### src/hw/fsh_pkg.sv
package fsh_pkg;

	// ==========================================
	// Opcodes
	localparam logic [7:0] OP_QUAD_ON    = 8'h38;
	localparam logic [7:0] OP_BACK       = 8'hFF;
	localparam logic [7:0] OP_ARM        = 8'h66;
	localparam logic [7:0] OP_FIRE       = 8'h99;
	localparam logic [7:0] OP_SET_WP     = 8'h06;
	localparam logic [7:0] OP_CLR_WP     = 8'h04;
	localparam logic [7:0] OP_STATUS     = 8'h05;
	localparam logic [7:0] OP_READ       = 8'h03;
	localparam logic [7:0] OP_FAST       = 8'h0B;
	localparam logic [7:0] OP_DUAL_OUT   = 8'h3B;
	localparam logic [7:0] OP_DUAL_IO    = 8'hBB;
	localparam logic [7:0] OP_QUAD_IO    = 8'hEB;
	localparam logic [7:0] OP_SFDP       = 8'h5A;
	localparam logic [7:0] OP_ID_WAKE    = 8'hAB;
	localparam logic [7:0] OP_ID_MD      = 8'h90;
	localparam logic [7:0] OP_ID_JEDEC   = 8'h9F;

	// ==========================================
	// Field values and reset values
	localparam logic [3:0] CONT_NIB      = 4'hA;
	localparam logic [7:0] ADDR_TOP_BAD  = 8'hFF;
	localparam logic       WP_RST        = 1'b0;
	localparam logic       QUAD_RST      = 1'b0;
	localparam int         ADDR_BYTES    = 3;
	localparam int         BUSY_BIT      = 0;
	localparam int         WP_BIT        = 1;

	// ==========================================
	// Timing
	localparam int CLK_PERIOD_NS   = 100;
	localparam int RECOV_LONG_NS   = 28000;
	localparam int RECOV_SHORT_NS  = 1000;
	localparam int TMR_W           = 9;
	localparam int RECOV_LONG_CYC  = (RECOV_LONG_NS + CLK_PERIOD_NS - 1) / CLK_PERIOD_NS;
	localparam int RECOV_SHORT_CYC = (RECOV_SHORT_NS + CLK_PERIOD_NS - 1) / CLK_PERIOD_NS;

	// ==========================================
	// Types
	typedef enum logic [1:0] {LANE_ONE, LANE_TWO, LANE_FOUR} fsh_lane_e;
	typedef enum logic [2:0] {PH_IDLE, PH_CMD, PH_ADDR, PH_DUMMY, PH_OUT, PH_PASS, PH_SKIP} fsh_phase_e;

	typedef struct packed {
		logic       cs_n;
		logic       sclk;
		logic [3:0] dq;
	} fsh_pins_s;

endpackage : fsh_pkg

### src/hw/fsh_ctl.sv
`timescale 1ns/1ps
`default_nettype none
module fsh_ctl import fsh_pkg::*; #(
	parameter logic [7:0]  MAKER_ID  = 8'h5A,  // Arbitrary value
	parameter logic [7:0]  DEV_ID    = 8'h33,  // Arbitrary value
	parameter logic [15:0] JEDEC_DEV = 16'h4C21 // Arbitrary value
)(
	input  wire logic        clk_in,
	input  wire logic        rst_in,
	input  wire logic        cs_n_in,
	input  wire logic        sclk_in,
	input  wire logic [3:0]  dq_in,
	output logic      [3:0]  dq_out,
	output logic      [3:0]  dq_oe_out,
	input  wire logic        array_busy_in,
	input  wire logic        write_done_in,
	input  wire logic        otp_mode_in,
	input  wire logic        deep_pd_in,
	input  wire logic [5:0]  status_hi_in,
	input  wire logic [7:0]  mem_data_in,
	output logic      [23:0] mem_addr_out,
	output logic             cmd_valid_out,
	output logic      [7:0]  cmd_opcode_out,
	output logic             rx_valid_out,
	output logic      [7:0]  rx_byte_out,
	output logic             frame_end_out,
	output logic             sw_reset_out,
	output logic             otp_exit_out,
	output logic             four_lane_mode_out,
	output logic             quad_read_continuation_out,
	output logic             write_permit_out,
	output logic             busy_out
);
	// ==========================================
	// Lane helpers
	function automatic logic [3:0] bw(input fsh_lane_e l);
		case (l)
			LANE_TWO:  bw = 4'h2;
			LANE_FOUR: bw = 4'h4;
			default:   bw = 4'h1;
		endcase
	endfunction : bw

	function automatic logic [3:0] present(input fsh_lane_e l, input logic [7:0] b);
		case (l)
			LANE_TWO:  present = {2'h0, b[7], b[6]};
			LANE_FOUR: present = b[7:4];
			default:   present = {2'h0, b[7], 1'b0};
		endcase
	endfunction : present

	function automatic logic [3:0] lane_mask(input fsh_lane_e l);
		case (l)
			LANE_TWO:  lane_mask = 4'h3;
			LANE_FOUR: lane_mask = 4'hF;
			default:   lane_mask = 4'h2;
		endcase
	endfunction : lane_mask

	function automatic logic [1:0] n_dummy(input logic [7:0] op);
		case (op)
			OP_FAST, OP_DUAL_OUT, OP_DUAL_IO, OP_SFDP: n_dummy = 2'h1;
			OP_QUAD_IO: n_dummy = 2'h3; // Mode byte plus 16 dummy bits
			default:    n_dummy = 2'h0;
		endcase
	endfunction : n_dummy

	function automatic logic is_mem(input logic [7:0] op);
		is_mem = (op == OP_READ) || (op == OP_FAST) || (op == OP_DUAL_OUT) || (op == OP_DUAL_IO)
			|| (op == OP_QUAD_IO) || (op == OP_SFDP);
	endfunction : is_mem

	// ==========================================
	// Pin sampling
	logic [5:0] p_raw;
	fsh_pins_s  p;
	fsh_sync #(.W(6)) u_sync (
		.clk_in (clk_in),
		.rst_in (rst_in),
		.d_in   ({cs_n_in, sclk_in, dq_in}),
		.q_out  (p_raw)
	);
	assign p = fsh_pins_s'(p_raw);

	// ==========================================
	// State
	fsh_phase_e  ph_r,      ph_nxt;
	fsh_lane_e   aw_r,      aw_nxt;
	fsh_lane_e   dw_r,      dw_nxt;
	logic [7:0]  op_r,      op_nxt;
	logic [7:0]  sh_r,      sh_nxt;
	logic [3:0]  bit_r,     bit_nxt;
	logic [1:0]  idx_r,     idx_nxt;
	logic [1:0]  nbyte_r,   nbyte_nxt;
	logic [23:0] addr_r,    addr_nxt;
	logic [23:0] maddr_r,   maddr_nxt;
	logic [7:0]  out_r,     out_nxt;
	logic [3:0]  obit_r,    obit_nxt;
	logic [1:0]  oidx_r,    oidx_nxt;
	logic [3:0]  dqo_r,     dqo_nxt;
	logic [3:0]  oe_r,      oe_nxt;
	logic        quad_r,    quad_nxt;
	logic        cont_r,    cont_nxt;
	logic        pend_r,    pend_nxt;
	logic        arm_r,     arm_nxt;
	logic        wel_r,     wel_nxt;
	logic        sclk_d_r,  cs_d_r;
	logic        cmdv_r,    cmdv_nxt;
	logic        rxv_r,     rxv_nxt;
	logic [7:0]  rxb_r,     rxb_nxt;
	logic        fend_r,    fend_nxt;
	logic        swr_r,     swr_nxt;
	logic        otpx_r,    otpx_nxt;
	logic        busy_r;

	logic             rise, fall, cs_rise, rx_done, exec, tmr_busy, tmr_load, wel_set, wel_clr;
	fsh_lane_e        lw;
	logic [3:0]       bit_sum;
	logic [7:0]       rx_byte, resp, status_byte;
	logic [TMR_W-1:0] tmr_cnt;

	assign rise        = p.sclk & ~sclk_d_r;
	assign fall        = ~p.sclk & sclk_d_r;
	assign cs_rise     = p.cs_n & ~cs_d_r;
	assign lw          = (ph_r == PH_CMD) ? (quad_r ? LANE_FOUR : LANE_ONE) : aw_r;
	assign bit_sum     = bit_r + bw(lw);
	assign rx_done     = rise && (bit_sum == 4'h8);
	assign exec        = (ph_r == PH_PASS) && (nbyte_r == 2'h1) && (bit_r == 4'h0);
	assign status_byte = {status_hi_in, wel_r, array_busy_in | tmr_busy};

	always_comb
	begin
		case (lw)
			LANE_TWO:  rx_byte = {sh_r[5:0], p.dq[1:0]};
			LANE_FOUR: rx_byte = {sh_r[3:0], p.dq};
			default:   rx_byte = {sh_r[6:0], p.dq[0]};
		endcase
	end

	// Identity and status answers
	always_comb
	begin
		case (op_r)
			OP_STATUS:   resp = status_byte;
			OP_ID_WAKE:  resp = DEV_ID;
			OP_ID_MD:    resp = (oidx_r[0] ^ addr_r[0]) ? DEV_ID : MAKER_ID;
			OP_ID_JEDEC: resp = (oidx_r == 2'h0) ? MAKER_ID : ((oidx_r == 2'h1) ? JEDEC_DEV[15:8] : JEDEC_DEV[7:0]);
			default:     resp = mem_data_in;
		endcase
	end

	fsh_timer #(.W(TMR_W)) u_recov (
		.clk_in   (clk_in),
		.rst_in   (rst_in),
		.load_in  (tmr_load),
		.count_in (tmr_cnt),
		.busy_out (tmr_busy)
	);

	// ==========================================
	// Frame engine
	always_comb
	begin
		ph_nxt = ph_r;      aw_nxt = aw_r;      dw_nxt = dw_r;      op_nxt = op_r;
		sh_nxt = sh_r;      bit_nxt = bit_r;    idx_nxt = idx_r;    nbyte_nxt = nbyte_r;
		addr_nxt = addr_r;  maddr_nxt = maddr_r; out_nxt = out_r;   obit_nxt = obit_r;
		oidx_nxt = oidx_r;  dqo_nxt = dqo_r;    oe_nxt = oe_r;      quad_nxt = quad_r;
		cont_nxt = cont_r;  pend_nxt = pend_r;  arm_nxt = arm_r;    wel_nxt = wel_r;
		cmdv_nxt = 1'b0;    rxv_nxt = 1'b0;     rxb_nxt = rxb_r;    fend_nxt = 1'b0;
		swr_nxt = 1'b0;     otpx_nxt = 1'b0;    tmr_load = 1'b0;    tmr_cnt = '0;
		wel_set = 1'b0;     wel_clr = write_done_in;
		if (p.cs_n)
		begin
			ph_nxt = PH_IDLE;
			oe_nxt = 4'h0;
			if (cs_rise && ph_r != PH_IDLE)
			begin
				fend_nxt = 1'b1;
				if (op_r == OP_QUAD_IO)
					cont_nxt = pend_r; // Cut or released frames drop continuation
				if (op_r == OP_FIRE)
					arm_nxt = 1'b0;
				if (exec)
				begin
					case (op_r)
						OP_QUAD_ON: quad_nxt = 1'b1;
						OP_BACK:    quad_nxt = 1'b0; // Ignored in single lane
						OP_ARM:     arm_nxt = 1'b1;
						OP_SET_WP:  wel_set = 1'b1;
						OP_CLR_WP:
						begin
							otpx_nxt = otp_mode_in;
							wel_clr = write_done_in | ~otp_mode_in; // Finished write still clears
						end
						OP_FIRE:
						begin
							if (arm_r)
							begin
								swr_nxt = 1'b1;
								quad_nxt = 1'b0;
								cont_nxt = 1'b0;
								wel_clr = 1'b1;
								tmr_load = 1'b1;
								tmr_cnt = array_busy_in ? TMR_W'(RECOV_LONG_CYC) : TMR_W'(RECOV_SHORT_CYC);
							end
						end
						default: ;
					endcase
				end
			end
		end
		else
		begin
			if (rise && ph_r != PH_OUT && ph_r != PH_SKIP && ph_r != PH_IDLE)
			begin
				sh_nxt = rx_byte;
				bit_nxt = rx_done ? 4'h0 : bit_sum;
				if (rx_done && nbyte_r != 2'h3)
					nbyte_nxt = nbyte_r + 2'h1;
			end
			case (ph_r)
				PH_IDLE:
				begin
					bit_nxt = 4'h0;
					nbyte_nxt = 2'h0;
					idx_nxt = 2'h0;
					oidx_nxt = 2'h0;
					obit_nxt = 4'h0;
					pend_nxt = 1'b0;
					if (tmr_busy)
						ph_nxt = PH_SKIP; // Deaf while recovering
					else if (cont_r)
					begin
						op_nxt = OP_QUAD_IO;
						aw_nxt = LANE_FOUR;
						dw_nxt = LANE_FOUR;
						ph_nxt = PH_ADDR;
					end
					else
						ph_nxt = PH_CMD;
				end
				PH_CMD:
				begin
					if (rx_done)
					begin
						op_nxt = rx_byte;
						cmdv_nxt = 1'b1;
						if (rx_byte != OP_FIRE)
							arm_nxt = 1'b0;
						aw_nxt = (quad_r || rx_byte == OP_QUAD_IO) ? LANE_FOUR : ((rx_byte == OP_DUAL_IO) ? LANE_TWO : LANE_ONE);
						dw_nxt = (quad_r || rx_byte == OP_QUAD_IO) ? LANE_FOUR
							: ((rx_byte == OP_DUAL_IO || rx_byte == OP_DUAL_OUT) ? LANE_TWO : LANE_ONE);
						if (deep_pd_in && rx_byte != OP_ID_WAKE)
							ph_nxt = PH_SKIP;
						else if (quad_r && (rx_byte == OP_READ || rx_byte == OP_DUAL_OUT || rx_byte == OP_DUAL_IO))
							ph_nxt = PH_SKIP;
						else if (is_mem(rx_byte) || rx_byte == OP_ID_WAKE || rx_byte == OP_ID_MD)
							ph_nxt = PH_ADDR;
						else if (rx_byte == OP_STATUS || rx_byte == OP_ID_JEDEC)
							ph_nxt = PH_OUT;
						else
							ph_nxt = PH_PASS;
					end
				end
				PH_ADDR:
				begin
					if (rx_done)
					begin
						addr_nxt = {addr_r[15:0], rx_byte};
						idx_nxt = idx_r + 2'h1;
						if (idx_r == 2'h0 && cont_r && rx_byte == ADDR_TOP_BAD)
							ph_nxt = PH_SKIP; // Return command releases continuation
						else if (idx_r == 2'(ADDR_BYTES - 1))
						begin
							maddr_nxt = {addr_r[15:0], rx_byte};
							idx_nxt = 2'h0;
							ph_nxt = (n_dummy(op_r) != 2'h0) ? PH_DUMMY : PH_OUT;
						end
					end
				end
				PH_DUMMY:
				begin
					if (rx_done)
					begin
						if (op_r == OP_QUAD_IO && idx_r == 2'h0)
							pend_nxt = (rx_byte[7:4] == CONT_NIB);
						idx_nxt = idx_r + 2'h1;
						if (idx_r == n_dummy(op_r) - 2'h1)
							ph_nxt = PH_OUT;
					end
				end
				PH_OUT:
				begin
					if (fall)
					begin
						if (obit_r == 4'h0)
						begin
							dqo_nxt = present(dw_r, resp); // Repeats while selected
							out_nxt = resp << bw(dw_r);
							obit_nxt = 4'h8 - bw(dw_r);
							oe_nxt = lane_mask(dw_r);
							oidx_nxt = (op_r == OP_ID_JEDEC && oidx_r == 2'h2) ? 2'h0 : oidx_r + 2'h1;
							if (is_mem(op_r))
								maddr_nxt = maddr_r + 24'h1;
						end
						else
						begin
							dqo_nxt = present(dw_r, out_r);
							out_nxt = out_r << bw(dw_r);
							obit_nxt = obit_r - bw(dw_r);
						end
					end
				end
				PH_PASS:
				begin
					if (rx_done)
					begin
						rxv_nxt = 1'b1;
						rxb_nxt = rx_byte;
					end
				end
				default: ;
			endcase
		end
		if (wel_set)
			wel_nxt = 1'b1;
		else if (wel_clr)
			wel_nxt = 1'b0;
	end

	always_ff @(posedge clk_in)
	begin
		if (rst_in)
		begin
			ph_r <= PH_IDLE;   aw_r <= LANE_ONE;  dw_r <= LANE_ONE;  op_r <= 8'h00;
			sh_r <= 8'h00;     bit_r <= 4'h0;     idx_r <= 2'h0;     nbyte_r <= 2'h0;
			addr_r <= 24'h0;   maddr_r <= 24'h0;  out_r <= 8'h00;    obit_r <= 4'h0;
			oidx_r <= 2'h0;    dqo_r <= 4'h0;     oe_r <= 4'h0;      quad_r <= QUAD_RST;
			cont_r <= 1'b0;    pend_r <= 1'b0;    arm_r <= 1'b0;     wel_r <= WP_RST;
			sclk_d_r <= 1'b1;  cs_d_r <= 1'b1;    cmdv_r <= 1'b0;    rxv_r <= 1'b0;
			rxb_r <= 8'h00;    fend_r <= 1'b0;    swr_r <= 1'b0;     otpx_r <= 1'b0;
			busy_r <= 1'b0;
		end
		else
		begin
			ph_r <= ph_nxt;    aw_r <= aw_nxt;    dw_r <= dw_nxt;    op_r <= op_nxt;
			sh_r <= sh_nxt;    bit_r <= bit_nxt;  idx_r <= idx_nxt;  nbyte_r <= nbyte_nxt;
			addr_r <= addr_nxt; maddr_r <= maddr_nxt; out_r <= out_nxt; obit_r <= obit_nxt;
			oidx_r <= oidx_nxt; dqo_r <= dqo_nxt; oe_r <= oe_nxt;    quad_r <= quad_nxt;
			cont_r <= cont_nxt; pend_r <= pend_nxt; arm_r <= arm_nxt; wel_r <= wel_nxt;
			sclk_d_r <= p.sclk; cs_d_r <= p.cs_n; cmdv_r <= cmdv_nxt; rxv_r <= rxv_nxt;
			rxb_r <= rxb_nxt;  fend_r <= fend_nxt; swr_r <= swr_nxt; otpx_r <= otpx_nxt;
			busy_r <= array_busy_in | tmr_busy;
		end
	end

	assign dq_out                     = dqo_r;
	assign dq_oe_out                  = oe_r;
	assign mem_addr_out               = maddr_r;
	assign cmd_valid_out              = cmdv_r;
	assign cmd_opcode_out             = op_r;
	assign rx_valid_out               = rxv_r;
	assign rx_byte_out                = rxb_r;
	assign frame_end_out              = fend_r;
	assign sw_reset_out               = swr_r;
	assign otp_exit_out               = otpx_r;
	assign four_lane_mode_out         = quad_r;
	assign quad_read_continuation_out = cont_r;
	assign write_permit_out           = wel_r;
	assign busy_out                   = busy_r;
endmodule : fsh_ctl
`default_nettype wire

### src/hw/fsh_sync.sv
`timescale 1ns/1ps
`default_nettype none
module fsh_sync #(
	parameter int W = 1
)(
	input  wire logic         clk_in,
	input  wire logic         rst_in,
	input  wire logic [W-1:0] d_in,
	output logic      [W-1:0] q_out
);
	logic [W-1:0] meta_r;
	logic [W-1:0] meta_nxt;
	logic [W-1:0] hold_r;
	logic [W-1:0] hold_nxt;

	// Refused at elaboration, not left to a run
	if (W < 1)
	begin : g_bad_w
		$error("fsh_sync: W must be at least 1");
	end

	// ==========================================
	// Two stages; only the second is read
	always_comb
	begin
		meta_nxt = d_in;
		hold_nxt = meta_r;
	end

	always_ff @(posedge clk_in)
	begin
		if (rst_in)
		begin
			meta_r <= '1;
			hold_r <= '1;
		end
		else
		begin
			meta_r <= meta_nxt;
			hold_r <= hold_nxt;
		end
	end

	assign q_out = hold_r;
endmodule : fsh_sync
`default_nettype wire

### src/hw/fsh_timer.sv
`timescale 1ns/1ps
`default_nettype none
module fsh_timer #(
	parameter int W = 9
)(
	input  wire logic         clk_in,
	input  wire logic         rst_in,
	input  wire logic         load_in,
	input  wire logic [W-1:0] count_in,
	output logic              busy_out
);
	logic [W-1:0] cnt_r;
	logic [W-1:0] cnt_nxt;

	if (W < 2)
	begin : g_bad_w
		$error("fsh_timer: W must be at least 2");
	end

	// ==========================================
	// Down counter, reload wins
	always_comb
	begin
		cnt_nxt = cnt_r;
		if (load_in)
			cnt_nxt = count_in;
		else if (cnt_r != '0)
			cnt_nxt = cnt_r - 1'b1;
	end

	always_ff @(posedge clk_in)
	begin
		if (rst_in)
			cnt_r <= '0;
		else
			cnt_r <= cnt_nxt;
	end

	assign busy_out = (cnt_r != '0);
endmodule : fsh_timer
`default_nettype wire

### config.mk
export PLATFORM = sky130hd
export DESIGN_NAME = fsh_ctl
export DESIGN_NICKNAME = d
export VERILOG_FILES = /design/src/hw/fsh_pkg.sv /design/src/hw/fsh_ctl.sv /design/src/hw/fsh_sync.sv /design/src/hw/fsh_timer.sv
export SDC_FILE = /design/constraint.sdc
export NUM_CORES = 1
export LEC_CHECK = 0
export BUFFER_PORTS_ARGS = -buffer_cell sky130_fd_sc_hd__buf_2
export CAP_MARGIN = 0
export CORE_MARGIN = 5
export CORE_UTILIZATION = 46
export DETAILED_ROUTE_END_ITERATION = 8
export GPL_TIMING_DRIVEN = 0
export PLACE_DENSITY = 0.71
export RECOVER_POWER = 25
export SYNTH_ARGS = -nofsm -noshare
export SYNTH_HDL_FRONTEND = slang
export SYNTH_SLANG_ARGS = --single-unit
export TNS_END_PERCENT = 20
### constraint.sdc
create_clock -name clk_in -period 7.1 [get_ports clk_in]
set_clock_uncertainty 0.1 [all_clocks]
set_input_delay 0.355 -clock clk_in [delete_from_list [all_inputs] [get_ports clk_in]]
set_output_delay 0.355 -clock clk_in [all_outputs]
set_load 0.01 [all_outputs]
# == After elaboration in Yosys (flattened, before gate mapping) ==
# Index checks and enable logic that the tools add are counted.
# op_classes
add_sub_neg,9
n_bitwise,16
shifts,2
reduce_logical,76
n_mux,127
eq_ne,63
# op_table
operator,count
$mux 24,6
$eq 8x8->1 const B,13
$mux 9,8
$mux 4,14
$mux 2,27
$pmux 24 s2,1
$mux 1,35
$mux 3,11
$eq 8x3->1 const B,4
$mux 8,4
$pmux 4 s2,4
$pmux 8 s2,2
$pmux 8 s4,1
$ne 2x2->1 const B,15
$add 24x1->24 const B,1
$eq 8x6->1 const B,3
$eq 8x7->1 const B,3
$reduce_bool 2->1,12
$mux 7,3
$reduce_and 3->1,6
$logic_or 1x1->1,17
$eq 8x2->1 const B,2
$eq 8x4->1 const B,2
$ne 8x8->1 const B,2
other kinds (41),97
# word_totals
out_inout_bits,57
register_bits,134
inputBits,26
wordCells,325

# == Logic depth before layout (Yosys ltp) ==
# Gate-level depths: netlist (run 1).
# logic_depth
word_depth,17
ltp_mapped,18
depth_no_buf,15

# == Cells and area by module ==
# From an unflattened synthesis (run 1), not the netlist that was laid out.
# hier_totals
hier_cells,955
hier_area_um2,7526.0
# by_module_without_submodules
mod,area_per_inst_um2,n_inst,cells_per_inst
fsh_ctl,6680.2,1,866
fsh_timer,525.5,1,64
fsh_sync,320.3,1,25

# == Least setup slack after synthesis (run 1) ==
# No wires, ideal clock.
# synth_path
kind,register to register
startpoint,register ph_r[0]
endpoint,"register maddr_r[22], in the netlist mem_addr_out[22]"
path_stages_with_launch,17
path_buffers,2
arrival_time_ps,4409
setup_slack_ps,2512
setup_time_ps,79
cell_sequence,dfxtp_1 -> clkbuf_1 -> clkinv_1 -> nor3_1 -> a21oi_1 -> ha_1 -> ha_1 -> inv_1 -> fa_1 -> and4bb_2 -> o211ai_1 -> nor2_1 -> o211ai_2 -> a2111oi_4 -> buf_6 -> a21oi_1 -> a211oi_2
# synth_between
elab_chain_cells,9
elab_cells_between_ends,22
cone_classes,add/sub (1); eq/ne (13); mux (4); reduce/logical (4)
# synth_lines
item,line_no,text
"start, declared",fsh_ctl.sv:87,"fsh_phase_e ph_r, ph_nxt;"
"start signal, assigned",fsh_ctl.sv:346,ph_r <= ph_nxt; aw_r <= aw_nxt; dw_r <= dw_nxt; op_r <= op_nxt;
$eq 3x1->1,fsh_ctl.sv:125,assign lw = (ph_r == PH_CMD) ? (quad_r ? LANE_FOUR : LANE_ONE) : aw_r;
$mux 2,fsh_ctl.sv:125,
$eq 2x2->1 or $eq 2x1->1 (tied branches),"fsh_ctl.sv:37, fsh_ctl.sv:133",
$pmux 3 s2,fsh_ctl.sv:37,case (l)
$add 4x4->4,fsh_ctl.sv:126,assign bit_sum = bit_r + bw(lw);
$eq 4x4->1,fsh_ctl.sv:127,assign rx_done = rise && (bit_sum == 4'h8);
$logic_and 1x1->1,fsh_ctl.sv:127,
$ne 2x2->1 (no source line),n/a,
$reduce_and 8->1 (no source line),n/a,
"end signal, assigned",fsh_ctl.sv:348,addr_r <= addr_nxt; maddr_r <= maddr_nxt; out_r <= out_nxt; obit_r <= obit_nxt;
"end, declared",fsh_ctl.sv:96,"logic [23:0] maddr_r, maddr_nxt;"
# Parallel ways exist; a longest one is shown, timed or not.
# A chain may end at the register's enable or synchronous reset.

# == Worst setup path in the final report (run 1) ==
# Same ends and word-level chain as after synthesis.

==> impl_metrics.env, run 1 <==
export IMPL_grt_antenna_before_repair=0
export IMPL_fin_crit_ns=6.094
export IMPL_core_um2=16470
export IMPL_port_buffers=81
export IMPL_via_per_inst=6.069
export IMPL_synthAdderAreaFrac_pct=3.630
export IMPL_synth_xor_area_share_pct=0.8012
export IMPL_synth_main_ff_cell="dfxtp_1"
export IMPL_initial_utilization_pct=46.47
export IMPL_first_pass_iters=5
export IMPL_synth_common_cells="132 x dfxtp_1, 117 x nor2_1, 93 x nand2_1, 82 x a21oi_1, 45 x clkbuf_1"
export IMPL_die_y_um=139.0
export IMPL_rsz0062_at_grt="no"
export IMPL_required_ns=7.35
export IMPL_clock_latency_ns=0.43
export IMPL_cts_setup_buffers=0
export IMPL_maxCapViolCount=0
export IMPL_synth_compound_area_share_pct=23.40
export IMPL_htreeDepth=4
export IMPL_powerDensity_nw_per_um2=219.0
export IMPL_peakVddDrop_mv=0.1987
export IMPL_synth_most_common_cell="dfxtp_1"
export IMPL_antenna_left=0
export IMPL_power_frac_clock_pct=47.8
export IMPL_final_util_pct=54.24
export IMPL_hold_path_class="input port to register"
export IMPL_crit_arrival_ns=6.34
export IMPL_crit_start="ph_r[0]"
export IMPL_drive_gt1_share_pct=13.81
export IMPL_grt_usage_pct=24.32
export IMPL_die_x_um=139.0
export IMPL_area_delta_synth_final_pct=16.71
export IMPL_pre_cts_ws_ns=1.231
export IMPL_antenna_cells=0
export IMPL_rr_startpoint="ph_r[0]"
export IMPL_slew_violations=0
export IMPL_instances_no_fill=1292
export IMPL_synth_fp_nets=1004
export IMPL_clockRootBuffer="clkbuf_16"
export IMPL_ys_seq_elements=132
export IMPL_grt_pass1_vias=7096
export IMPL_io_pins=83
export IMPL_dp_cells=1258
export IMPL_wl_per_cell_um=18.81
export IMPL_netlist_cell_type_count=93
export IMPL_grt_max_degree=17
export IMPL_pwr_share_comb_pct=12.4
export IMPL_timing_final_crit_share_pct=85.84
export IMPL_die_area_um2=19320
export IMPL_synth_area_leaders="dfxtp_1 35%, nor2_1 5.7%, a21oi_1 5.4%, nand2_1 4.6%, mux2i_1 3.8%"
export IMPL_switching_share_pct=26.72
export IMPL_max_slew_margin_pct=30.29
export IMPL_hpwl_mm=17.64
export IMPL_avgSynthCellArea_um2=7.996
export IMPL_cp_end_kind="register"
export IMPL_status="finished, final reports clean"
export IMPL_synth_top_family_by_area="simple AND/OR/NAND/NOR gates"
export IMPL_synth_top_cell_by_area="dfxtp_1"
export IMPL_cts_buffers=17
export IMPL_whs_ns=0.007463
export IMPL_routabilityCongestion=0.9398
export IMPL_max_freq_mhz=164.1
export IMPL_p_leak_nw=3.114
export IMPL_first_iter_violations=700
export IMPL_vias=7841
export IMPL_cp_start_kind="register"
export IMPL_setup_viol=0
export IMPL_worst_setup_path_type="register to register"
export IMPL_critical_path_peak_fanout=10
export IMPL_yosysWarnings=0
export IMPL_num_rows=47
export IMPL_timing_hold_worst_start="sclk_in"
export IMPL_drcViolationCount=0
export IMPL_seqPwrFrac_pct=39.8
export IMPL_finalHoldViolCount=0
export IMPL_r2r_slack_ns=1.01
export IMPL_synth_area_um2=7652
export IMPL_tns_ns=0
export IMPL_syn_inst=957
export IMPL_nets=1106
export IMPL_synth_area_mux_share_pct=3.940
export IMPL_worst_slew_pin_slew_ns=1.046
export IMPL_clock_sinks=132
export IMPL_synth_edf_count=0
export IMPL_ys_async_sr_fraction_pct=0
export IMPL_p_int_mw=1.434
export IMPL_cts_buffer_depth=2
export IMPL_grt_pass1_wl_mm=38.14
export IMPL_power_switching_uw=522.7
export IMPL_ys_seq_area_share_pct=34.53
export IMPL_grt_overflow_total=0
export IMPL_synth_simple_area_share_pct=28.40
export IMPL_yosys_area_top_type_share_pct=34.53
export IMPL_cts_tree="done"
export IMPL_cts_reportedPaths_clkPinSlew_ns=0.07
export IMPL_finalWirelength_mm=24.31
export IMPL_layout_setup_ws_ns=1.006
## cell usage in the layout (no fill, tap or decap), types with 4 or more instances in the layout
master and count:
nand4_1 17, dfxtp_1 132, or2_2 19, a21oi_1 82, clkbuf_16 17, o211ai_1 9, o21a_1 10, a21o_1 4
o31ai_1 7, and2_1 5, a2bb2oi_1 4, a22o_1 5, buf_2 51, and3_1 8, a311oi_1 8, buf_4 6
ha_1 19, a31oi_1 7, inv_1 26, nor2_1 117, nor3_1 28, nand2_1 93, nand2b_1 17, or3_1 12
o32ai_1 7, o21ai_0 44, a211oi_1 17, clkbuf_1 83, nand3_1 28, or4_1 7, nand3b_1 5, mux2i_1 29
inv_6 7, o22ai_1 6, a22oi_1 6, nor4_1 17, nor2b_1 10, xor2_1 5, buf_6 4
## critical path, stage by stage, from the launching register on
cell and delay (ns):
dfxtp_1 0.30, clkbuf_1 0.32, clkinv_1 0.38, nor3_1 0.85, a21oi_1 0.33, ha_1 0.50
ha_1 0.24, inv_1 0.06, fa_1 0.49, and4bb_2 0.25, o211ai_1 0.13, nor2_1 0.41
o211ai_2 0.26, a2111oi_4 0.85, buf_6 0.25, a21oi_1 0.09, a211oi_2 0.20
## stage by stage
step	instance area [um^2]	total power, mW
6_report	8931	1.956
5_1_grt	8931	2.029
4_1_cts	8979	1.965
3_5_place_dp	8333	1.035
3_3_place_gp	8333	1.030
2_1_floorplan	7652	0.9730
## sequential cells by signal, summed over array words and instances (netlist names), 2 cells and up
register	flops
u_recov.cnt_r	9
cmd_opcode_out	8
aw_r	2
obit_r	4
rx_byte_out	8
dq_out	4
addr_r	16
dq_oe_out	3
mem_addr_out	24
bit_r	4
out_r	8
oidx_r	2
idx_r	2
sh_r	7
u_sync.hold_nxt	6
ph_r	3
u_sync.q_out	6
nbyte_r	2
## final cells by class
type                            count  area, um^2
Clock inverter                     14       186.4
Sequential cell                   132        2643
Clock buffer                       18       439.2
Inverter                           27       101.3
Multi-Input combinational cell    734        4604
Timing Repair Buffer               83       377.9
Fill cell                        1589        7535
Tap cell                          220       275.3
Buffer                             64       304.0
## per-layer routing
metal | GRT usage, % | part of all wire [%] | up-vias
li1 | - | - | 3708
met1 | 33.80 | 44 | 3670
met2 | 35.52 | 43 | 400
met3 | 6.207 | 9.1 | 63
met4 | 10.97 | 3.7 | 0
met5 | 0 | 0 | -
## worst paths after layout
kind / end / cells past startpoint
max: mem_addr_out[22] / 16
max reg2reg: mem_addr_out[22] / 16
min reg2reg: u_sync.q_out[2] / 1
min: u_sync.hold_nxt[4] / 2
## power by group through the flow
| stage | combinational, mW | sequential (mW) | clock (mW) |
|---|---|---|---|
| 6_report | 0.242 | 0.779 | 0.935 |
| 5_1_grt | 0.269 | 0.782 | 0.978 |
| 4_1_cts | 0.241 | 0.779 | 0.944 |
| 3_5_place_dp | 0.239 | 0.795 | 0 |
| 3_3_place_gp | 0.235 | 0.795 | 0 |
| 2_1_floorplan | 0.181 | 0.792 | 0 |
## logic make-up (layout without fill, tap and decap cells)
kind of cell | count (synthesis) | count (layout)
mux | 30 | 30
simple gates | 416 | 416
flops | 132 | 132
fa+ha+maj | 21 | 21
compound gates | 260 | 260
xor+xnor | 7 | 7
buf+inv | 91 | 206
## repair_timing
item | CTS | global route
hold buffers | 2 | 0
gates resized for setup | 0 | 0
hold endpoints to repair | 2 | 0
(Power assumes the default switching activity.)
==> run 2, diff against run 1 <==
Settings changed: ABC_AREA from default to 1, CTS_CLUSTER_SIZE from default to 8, SYNTH_HIERARCHICAL from default to 1.
==> run 2 against run 1 <==
Worst setup slack improved by 1.8 ns. Sequential cell count did not move. Utilization rose by 0.37 points. Critical path depth rose by 2. Power rose by 5.2%. Cell count rose by 16%. Worst hold slack improved by 0.0063 ns. Largest power group unchanged. First-iteration DRC count fell by 11%. Maximum frequency rose by 43%.
==> impl_metrics.env, run 2 <==
export IMPL_synth_most_common_cell="nand2_1"
export IMPL_syn_inst=1157
export IMPL_synth_top_family_by_area="simple AND/OR/NAND/NOR gates"
export IMPL_p_leak_nw=3.900
export IMPL_nets=1314
export IMPL_ys_seq_area_share_pct=34.50
export IMPL_synth_simple_area_share_pct=33.09
export IMPL_ys_async_sr_fraction_pct=0
export IMPL_cts_buffer_depth=2
export IMPL_slew_violations=0
export IMPL_initial_utilization_pct=46.52
export IMPL_grt_overflow_total=0
export IMPL_synth_area_um2=7660
export IMPL_whs_ns=0.01375
export IMPL_synth_area_mux_share_pct=0.1307
export IMPL_synthAdderAreaFrac_pct=3.626
export IMPL_cts_reportedPaths_clkPinSlew_ns=0.06
export IMPL_peakVddDrop_mv=0.1788
export IMPL_clock_sinks=132
export IMPL_clock_latency_ns=0.44
export IMPL_grt_antenna_before_repair=0
export IMPL_wl_per_cell_um=15.01
export IMPL_drive_gt1_share_pct=11.96
export IMPL_rsz0062_at_grt="no"
export IMPL_first_iter_violations=626
export IMPL_tns_ns=0
export IMPL_netlist_cell_type_count=52
export IMPL_max_freq_mhz=233.9
export IMPL_powerDensity_nw_per_um2=228.9
export IMPL_hpwl_mm=16.63
export IMPL_drcViolationCount=0
export IMPL_yosysWarnings=6
export IMPL_crit_path_max_incr_delay_ns=0.50
export IMPL_instances_no_fill=1499
export IMPL_routabilityCongestion=0.9809
export IMPL_crit_chain="nand2_1 -> nor2_1 -> buf_2 -> inv_1 -> a21oi_1 -> inv_1 -> ha_1 -> ha_1 -> inv_1 -> fa_1 -> nand3b_1 -> nor2_1 -> nand2_2 -> nor2_2 -> nand2_1 -> clkbuf_1 -> o21ai_0 -> a21oi_1"
export IMPL_critical_path_peak_fanout=10
export IMPL_antenna_cells=0
export IMPL_die_y_um=139.0
export IMPL_grt_max_degree=17
export IMPL_worst_slew_pin_slew_ns=0.7374
export IMPL_synth_area_leaders="dfxtp_1 34%, nand2_1 13%, nor2_1 7.1%, a21oi_1 6.9%, nand3_1 5.8%"
export IMPL_synth_top_cell_by_area="dfxtp_1"
export IMPL_finalHoldViolCount=0
export IMPL_vias=7958
export IMPL_maxCapViolCount=0
export IMPL_synth_xor_area_share_pct=2.516
export IMPL_required_ns=7.30
export IMPL_grt_usage_pct=23.06
export IMPL_cts_tree="done"
export IMPL_crit_arrival_ns=4.48
export IMPL_grt_pass1_wl_mm=36.64
export IMPL_largest_reg_flops=24
export IMPL_num_rows=47
export IMPL_status="finished, final reports clean"
export IMPL_setup_viol=0
export IMPL_cp_end_kind="register"
export IMPL_crit_buf_inv=5
export IMPL_final_common_cell="nand2_1"
export IMPL_nFillCells=1693
export IMPL_hold_path_class="input port to register"
export IMPL_layout_common_cells="256 x nand2_1, 144 x nor2_1, 132 x dfxtp_1"
export IMPL_htreeDepth=4
export IMPL_clockRootBuffer="clkbuf_16"
export IMPL_crit_family="simple AND/OR/NAND/NOR gates"
export IMPL_first_pass_iters=5
export IMPL_synth_compound_area_share_pct=17.12
export IMPL_worst_setup_path_type="register to register"
export IMPL_core_um2=16470
export IMPL_io_pins=83
export IMPL_port_buffers=82
export IMPL_area_delta_synth_final_pct=17.40
export IMPL_cts_buffers=17
export IMPL_crit_path_frequent_cell="inv_1"
export IMPL_ys_seq_elements=132
export IMPL_via_per_inst=5.309
export IMPL_antenna_left=0
export IMPL_die_area_um2=19330
export IMPL_yosys_area_top_type_share_pct=34.50
export IMPL_ctsResizeCount=0
export IMPL_synth_edf_count=0
export IMPL_avgSynthCellArea_um2=6.620
export IMPL_finalWirelength_mm=22.51
export IMPL_critPathSlowestCell="fa_1"
export IMPL_synth_common_cells="256 x nand2_1, 144 x nor2_1, 132 x dfxtp_1, 110 x inv_1, 106 x a21oi_1"
export IMPL_cts_setup_buffers=0
export IMPL_timing_final_crit_share_pct=60.21
export IMPL_cp_start_kind="register"
export IMPL_synth_main_ff_cell="dfxtp_1"
export IMPL_max_slew_margin_pct=50.84
export IMPL_fin_crit_ns=4.275
export IMPL_die_x_um=139.0
export IMPL_dp_cells=1463
export IMPL_grt_pass1_vias=7256
==> run 2: power by group <==
group	switching, mW	internal [mW]	leakage (nW)
logic	0.207	0.110	2.52
registers	0.0226	0.767	1.07
clock network	0.345	0.606	0.307
total	0.575	1.48	3.90
==> run 2: per-layer routing <==
metal | vias up | global-route usage, % | part of all wire [%] | wire length [um]
li1 | 4028 | - | - | -
met1 | 3620 | 31.77 | 45 | 10150
met2 | 270 | 36.33 | 46 | 10260
met3 | 40 | 4.552 | 7.1 | 1600
met4 | 0 | 7.621 | 2.2 | 497
met5 | - | 0 | 0 | 0
==> run 2: worst min-delay path: stages <==
cell and delay (ns):
buf_2 0.08, inv_1 0.03, nand2_1 0.05
==> run 2: cell type report <==
type	instances	area [um^2]	area share, %
plain buffers	38	186.4	2.073
clock buffers	20	456.7	5.079
clock inverters	11	176.4	1.962
inverters	131	491.7	5.468
multi-input cells	860	4345	48.32
flip-flops and latches	132	2643	29.39
well taps	220	275.3	3.061
repair buffers	87	417.9	4.647
==> run 2: timing repair <==
item	in CTS	in global routing
endpoints found under the hold margin	5	0
hold buffers	5	0
endpoints found under the setup margin	0	0
==> run 2: cell families after synthesis <==
group | after synthesis
simple gates | 572
compound gates | 239
buf+inv | 169
flops | 132
xor+xnor | 22
fa+ha+maj | 21
other cells | 1
mux | 1
==> run 2: path summary, 6_finish.rpt <==
check	startpoint	end	slack (ns)	cells after the start
max reg2reg	ph_r[0]	addr_r[14]	2.83	18
min	dq_in[3]	u_sync/hold_nxt[3]	0.01	3
min reg2reg	u_sync/hold_nxt[3]	u_sync/q_out[3]	0.31	2
max	ph_r[0]	addr_r[14]	2.83	18
==> run 2: metrics by stage <==
stage          power, mW  cell area, um^2  worst slack [ns]  utilization, %
6_report           2.058             8992             2.825           54.61
5_1_grt            2.157             8992             2.366           54.61
4_1_cts            2.070             9044             2.867           54.92
3_5_place_dp       1.119             8361             2.896           50.78
3_3_place_gp       1.116             8361             2.920           50.78
2_1_floorplan      1.041             7675             3.649               -
==> run 3, diff against run 2 <==
Settings changed: ABC_AREA 1 to 0.
Clock period 7.1 ns to 4.07 ns, I/O delays scaled along.
==> run 3 against run 2 <==
The run now ends with negative setup slack left. Register-to-register slack got worse by 3.3 ns. Largest power group unchanged. Global-route usage increased by 3.3 points. Cell count is 12% lower.
==> impl_metrics.env, run 3 <==
export IMPL_p_leak_nw=3.383
export IMPL_first_pass_iters=6
export IMPL_die_x_um=137.9
export IMPL_ys_seq_area_share_pct=35.11
export IMPL_required_ns=4.34
export IMPL_area_delta_synth_final_pct=25.57
export IMPL_layout_setup_ws_ns=-0.4436
export IMPL_avgSynthCellArea_um2=7.881
export IMPL_rr_worst_depth=17
export IMPL_num_rows=46
export IMPL_dp_cells=1258
export IMPL_rsz0062_at_grt="yes"
export IMPL_worst_slew_pin_slew_ns=1.326
export IMPL_cts_buffer_depth=2
export IMPL_cp_num_cells=17
export IMPL_io_pins=83
export IMPL_seqPwrFrac_pct=40.7
export IMPL_endpoint="nbyte_r[0]"
export IMPL_first_iter_violations=888
export IMPL_wl_per_cell_um=19.07
export IMPL_netlist_cell_type_count=85
export IMPL_htreeDepth=4
export IMPL_crit_arrival_ns=4.78
export IMPL_ys_seq_elements=132
export IMPL_grt_pass1_wl_mm=39.24
export IMPL_fin_crit_ns=4.514
export IMPL_port_buffers=82
export IMPL_die_y_um=137.9
export IMPL_max_slew_margin_pct=10.93
export IMPL_grt_max_degree=17
export IMPL_peakVddDrop_mv=0.2428
export IMPL_powerDensity_nw_per_um2=356.3
export IMPL_status="finished with violations"
export IMPL_synth_area_leaders="dfxtp_1 35%, nor2_1 5.6%, a21oi_1 4.9%, nand2_1 4.1%, mux2i_1 3.3%"
export IMPL_grt_usage_pct=26.33
export IMPL_yosys_area_top_type_share_pct=35.11
export IMPL_cp_end_kind="register"
export IMPL_synth_edf_count=0
export IMPL_r2r_end="nbyte_r[0]"
export IMPL_r2r_slack_ns=-0.44
export IMPL_worst_setup_path_type="register to register"
export IMPL_stdcell_area_um2=9450
export IMPL_rr_startpoint="ph_r[1]"
export IMPL_placed_area_um2=8290
export IMPL_cts_tree="done"
export IMPL_grt_antenna_before_repair=0
export IMPL_timing_final_crit_share_pct=110.9
export IMPL_power_frac_clock_pct=44.4
export IMPL_nFillCells=1485
export IMPL_via_per_inst=6.119
export IMPL_critical_path_peak_fanout=6
export IMPL_antenna_cells=0
export IMPL_syn_inst=955
export IMPL_synth_most_common_cell="dfxtp_1"
export IMPL_final_common_cell="dfxtp_1"
export IMPL_whs_ns=0.08798
export IMPL_yosysWarnings=6
export IMPL_synth_area_um2=7526
export IMPL_synth_common_cells="132 x dfxtp_1, 113 x nor2_1, 83 x nand2_1, 74 x a21oi_1, 52 x clkbuf_1"
export IMPL_core_um2=15940
export IMPL_violations="negative setup slack"
export IMPL_switching_share_pct=27.72
export IMPL_slew_violations=0
export IMPL_initial_utilization_pct=47.21
export IMPL_crit_chain="buf_8 -> nor3_4 -> nor2_1 -> a21oi_2 -> ha_1 -> ha_2 -> inv_2 -> fa_1 -> inv_1 -> or4_4 -> or3_1 -> buf_6 -> buf_6 -> or4_4 -> or3b_4 -> mux2_4 -> nor2_2"
export IMPL_clock_latency_ns=0.43
export IMPL_hold_path_class="input port to register"
export IMPL_crit_buf_inv=5
export IMPL_crit_family="simple AND/OR/NAND/NOR gates"
export IMPL_clockRootBuffer="clkbuf_16"
export IMPL_layout_common_cells="129 x dfxtp_1, 108 x nor2_1, 80 x nand2_1"
export IMPL_grt_pass1_vias=7301
export IMPL_crit_path_max_incr_delay_ns=0.54
export IMPL_clock_sinks=132
export IMPL_hpwl_mm=17.57
export IMPL_crit_start="ph_r[1]"
export IMPL_grt_overflow_total=0
export IMPL_instances_no_fill=1322
export IMPL_critPathSlowestCell="or4_4"
export IMPL_synth_main_ff_cell="dfxtp_1"
export IMPL_routabilityCongestion=0.9498
export IMPL_max_freq_mhz=221.6
export IMPL_finalWirelength_mm=25.21
export IMPL_setup_viol=59
export IMPL_cts_reportedPaths_clkPinSlew_ns=0.07
export IMPL_pwr_share_comb_pct=14.9
export IMPL_cts_buffers=17
export IMPL_pre_cts_ws_ns=-0.6716
export IMPL_largest_reg_flops=24
export IMPL_ys_async_sr_fraction_pct=0
export IMPL_drive_gt1_share_pct=18.72
export IMPL_cp_start_kind="register"
export IMPL_p_int_mw=2.434
export IMPL_synth_top_cell_by_area="dfxtp_1"
export IMPL_nets=1141
export IMPL_maxCapViolCount=0
export IMPL_power_switching_uw=933.2
export IMPL_drcViolationCount=0
export IMPL_die_area_um2=19020
export IMPL_vias=8089
export IMPL_antenna_left=0
export IMPL_finalHoldViolCount=0
## run 3: per-stage QoR
stage          util [%]  power [mW]  TNS, ns
3_5_place_dp      52.00       1.862   -30.33
3_3_place_gp      51.92       1.854   -28.72
6_report          59.28       3.367   -15.34
5_1_grt           59.28       3.512   -21.50
2_1_floorplan         -       1.744   -3.223
4_1_cts           57.98       3.369   -11.80
## run 3: layout make-up
type | instances | area, um^2 | area share, %
multi-input combinational | 729 | 4751 | 50.27
sequential | 132 | 2651 | 28.06
timing repair buffer | 117 | 744.5 | 7.878
clock buffer | 21 | 470.5 | 4.978
buffer | 64 | 337.8 | 3.575
tap | 216 | 270.3 | 2.860
inverter | 33 | 126.4 | 1.337
clock inverter | 10 | 98.84 | 1.046
## run 3: worst register-to-register path, delay by kind of cell, from the launching register on
| family | cells | cell delay [ns] |
|---|---|---|
| and+or+nand+nor | 7 | 2.13 |
| adders and majority gates | 3 | 0.88 |
| buffers and inverters | 5 | 0.49 |
| DFF | 1 | 0.36 |
| muxes | 1 | 0.28 |
| AOI/OAI and AO/OA | 1 | 0.21 |
## run 3: power groups by stage
stage	Sequential, mW	Combinational [mW]	Clock [mW]
floorplan	1.39	0.355	0
global placement	1.39	0.461	0
detailed placement	1.39	0.467	0
CTS	1.37	0.488	1.51
global route	1.38	0.559	1.58
finish	1.37	0.500	1.50
## run 3: timing repair
action	4_1_cts	5_1_grt
setup endpoints to repair	67	67
gates resized for setup	42	41
hold buffers	8	0
cloned	1	2
pin swaps	15	12
hold endpoints to repair	9	0
buffers inserted	19	4
## run 3: worst min-delay path by stage
stage | from | end | slack, ns | cells after the start
after floorplan | dq_in[0] | u_sync/hold_nxt[0] | 0.20 | 1
after detailed placement | dq_in[3] | u_sync/hold_nxt[3] | 0.28 | 2
after global placement | dq_in[1] | u_sync/hold_nxt[1] | 0.28 | 2
final | rst_in | u_sync/hold_nxt[3] | 0.09 | 2
after CTS | rst_in | u_sync/hold_nxt[3] | 0.07 | 2
after global routing | rst_in | u_sync/q_out[5] | 0.09 | 2
## run 3: per-layer routing
metal  global-route usage [%]  routed length [um]  vias to the layer above
met2                    41.16               11720                      397
met1                    36.04               10880                     3802
met3                    5.588                1842                       78
met5                        0                   0                        -
li1                         -                   -                     3812
met4                    9.221                 774                        0
## run 3: cell families after synthesis
kind of cell	synth area share, %
AOI/OAI and AO/OA	24.12
xor gates and xnor gates	0.8146
adders and majority gates	3.691
buffers and inverters	5.187
DFF	35.11
muxes	3.774
other	0.04983
and+or+nand+nor	27.25
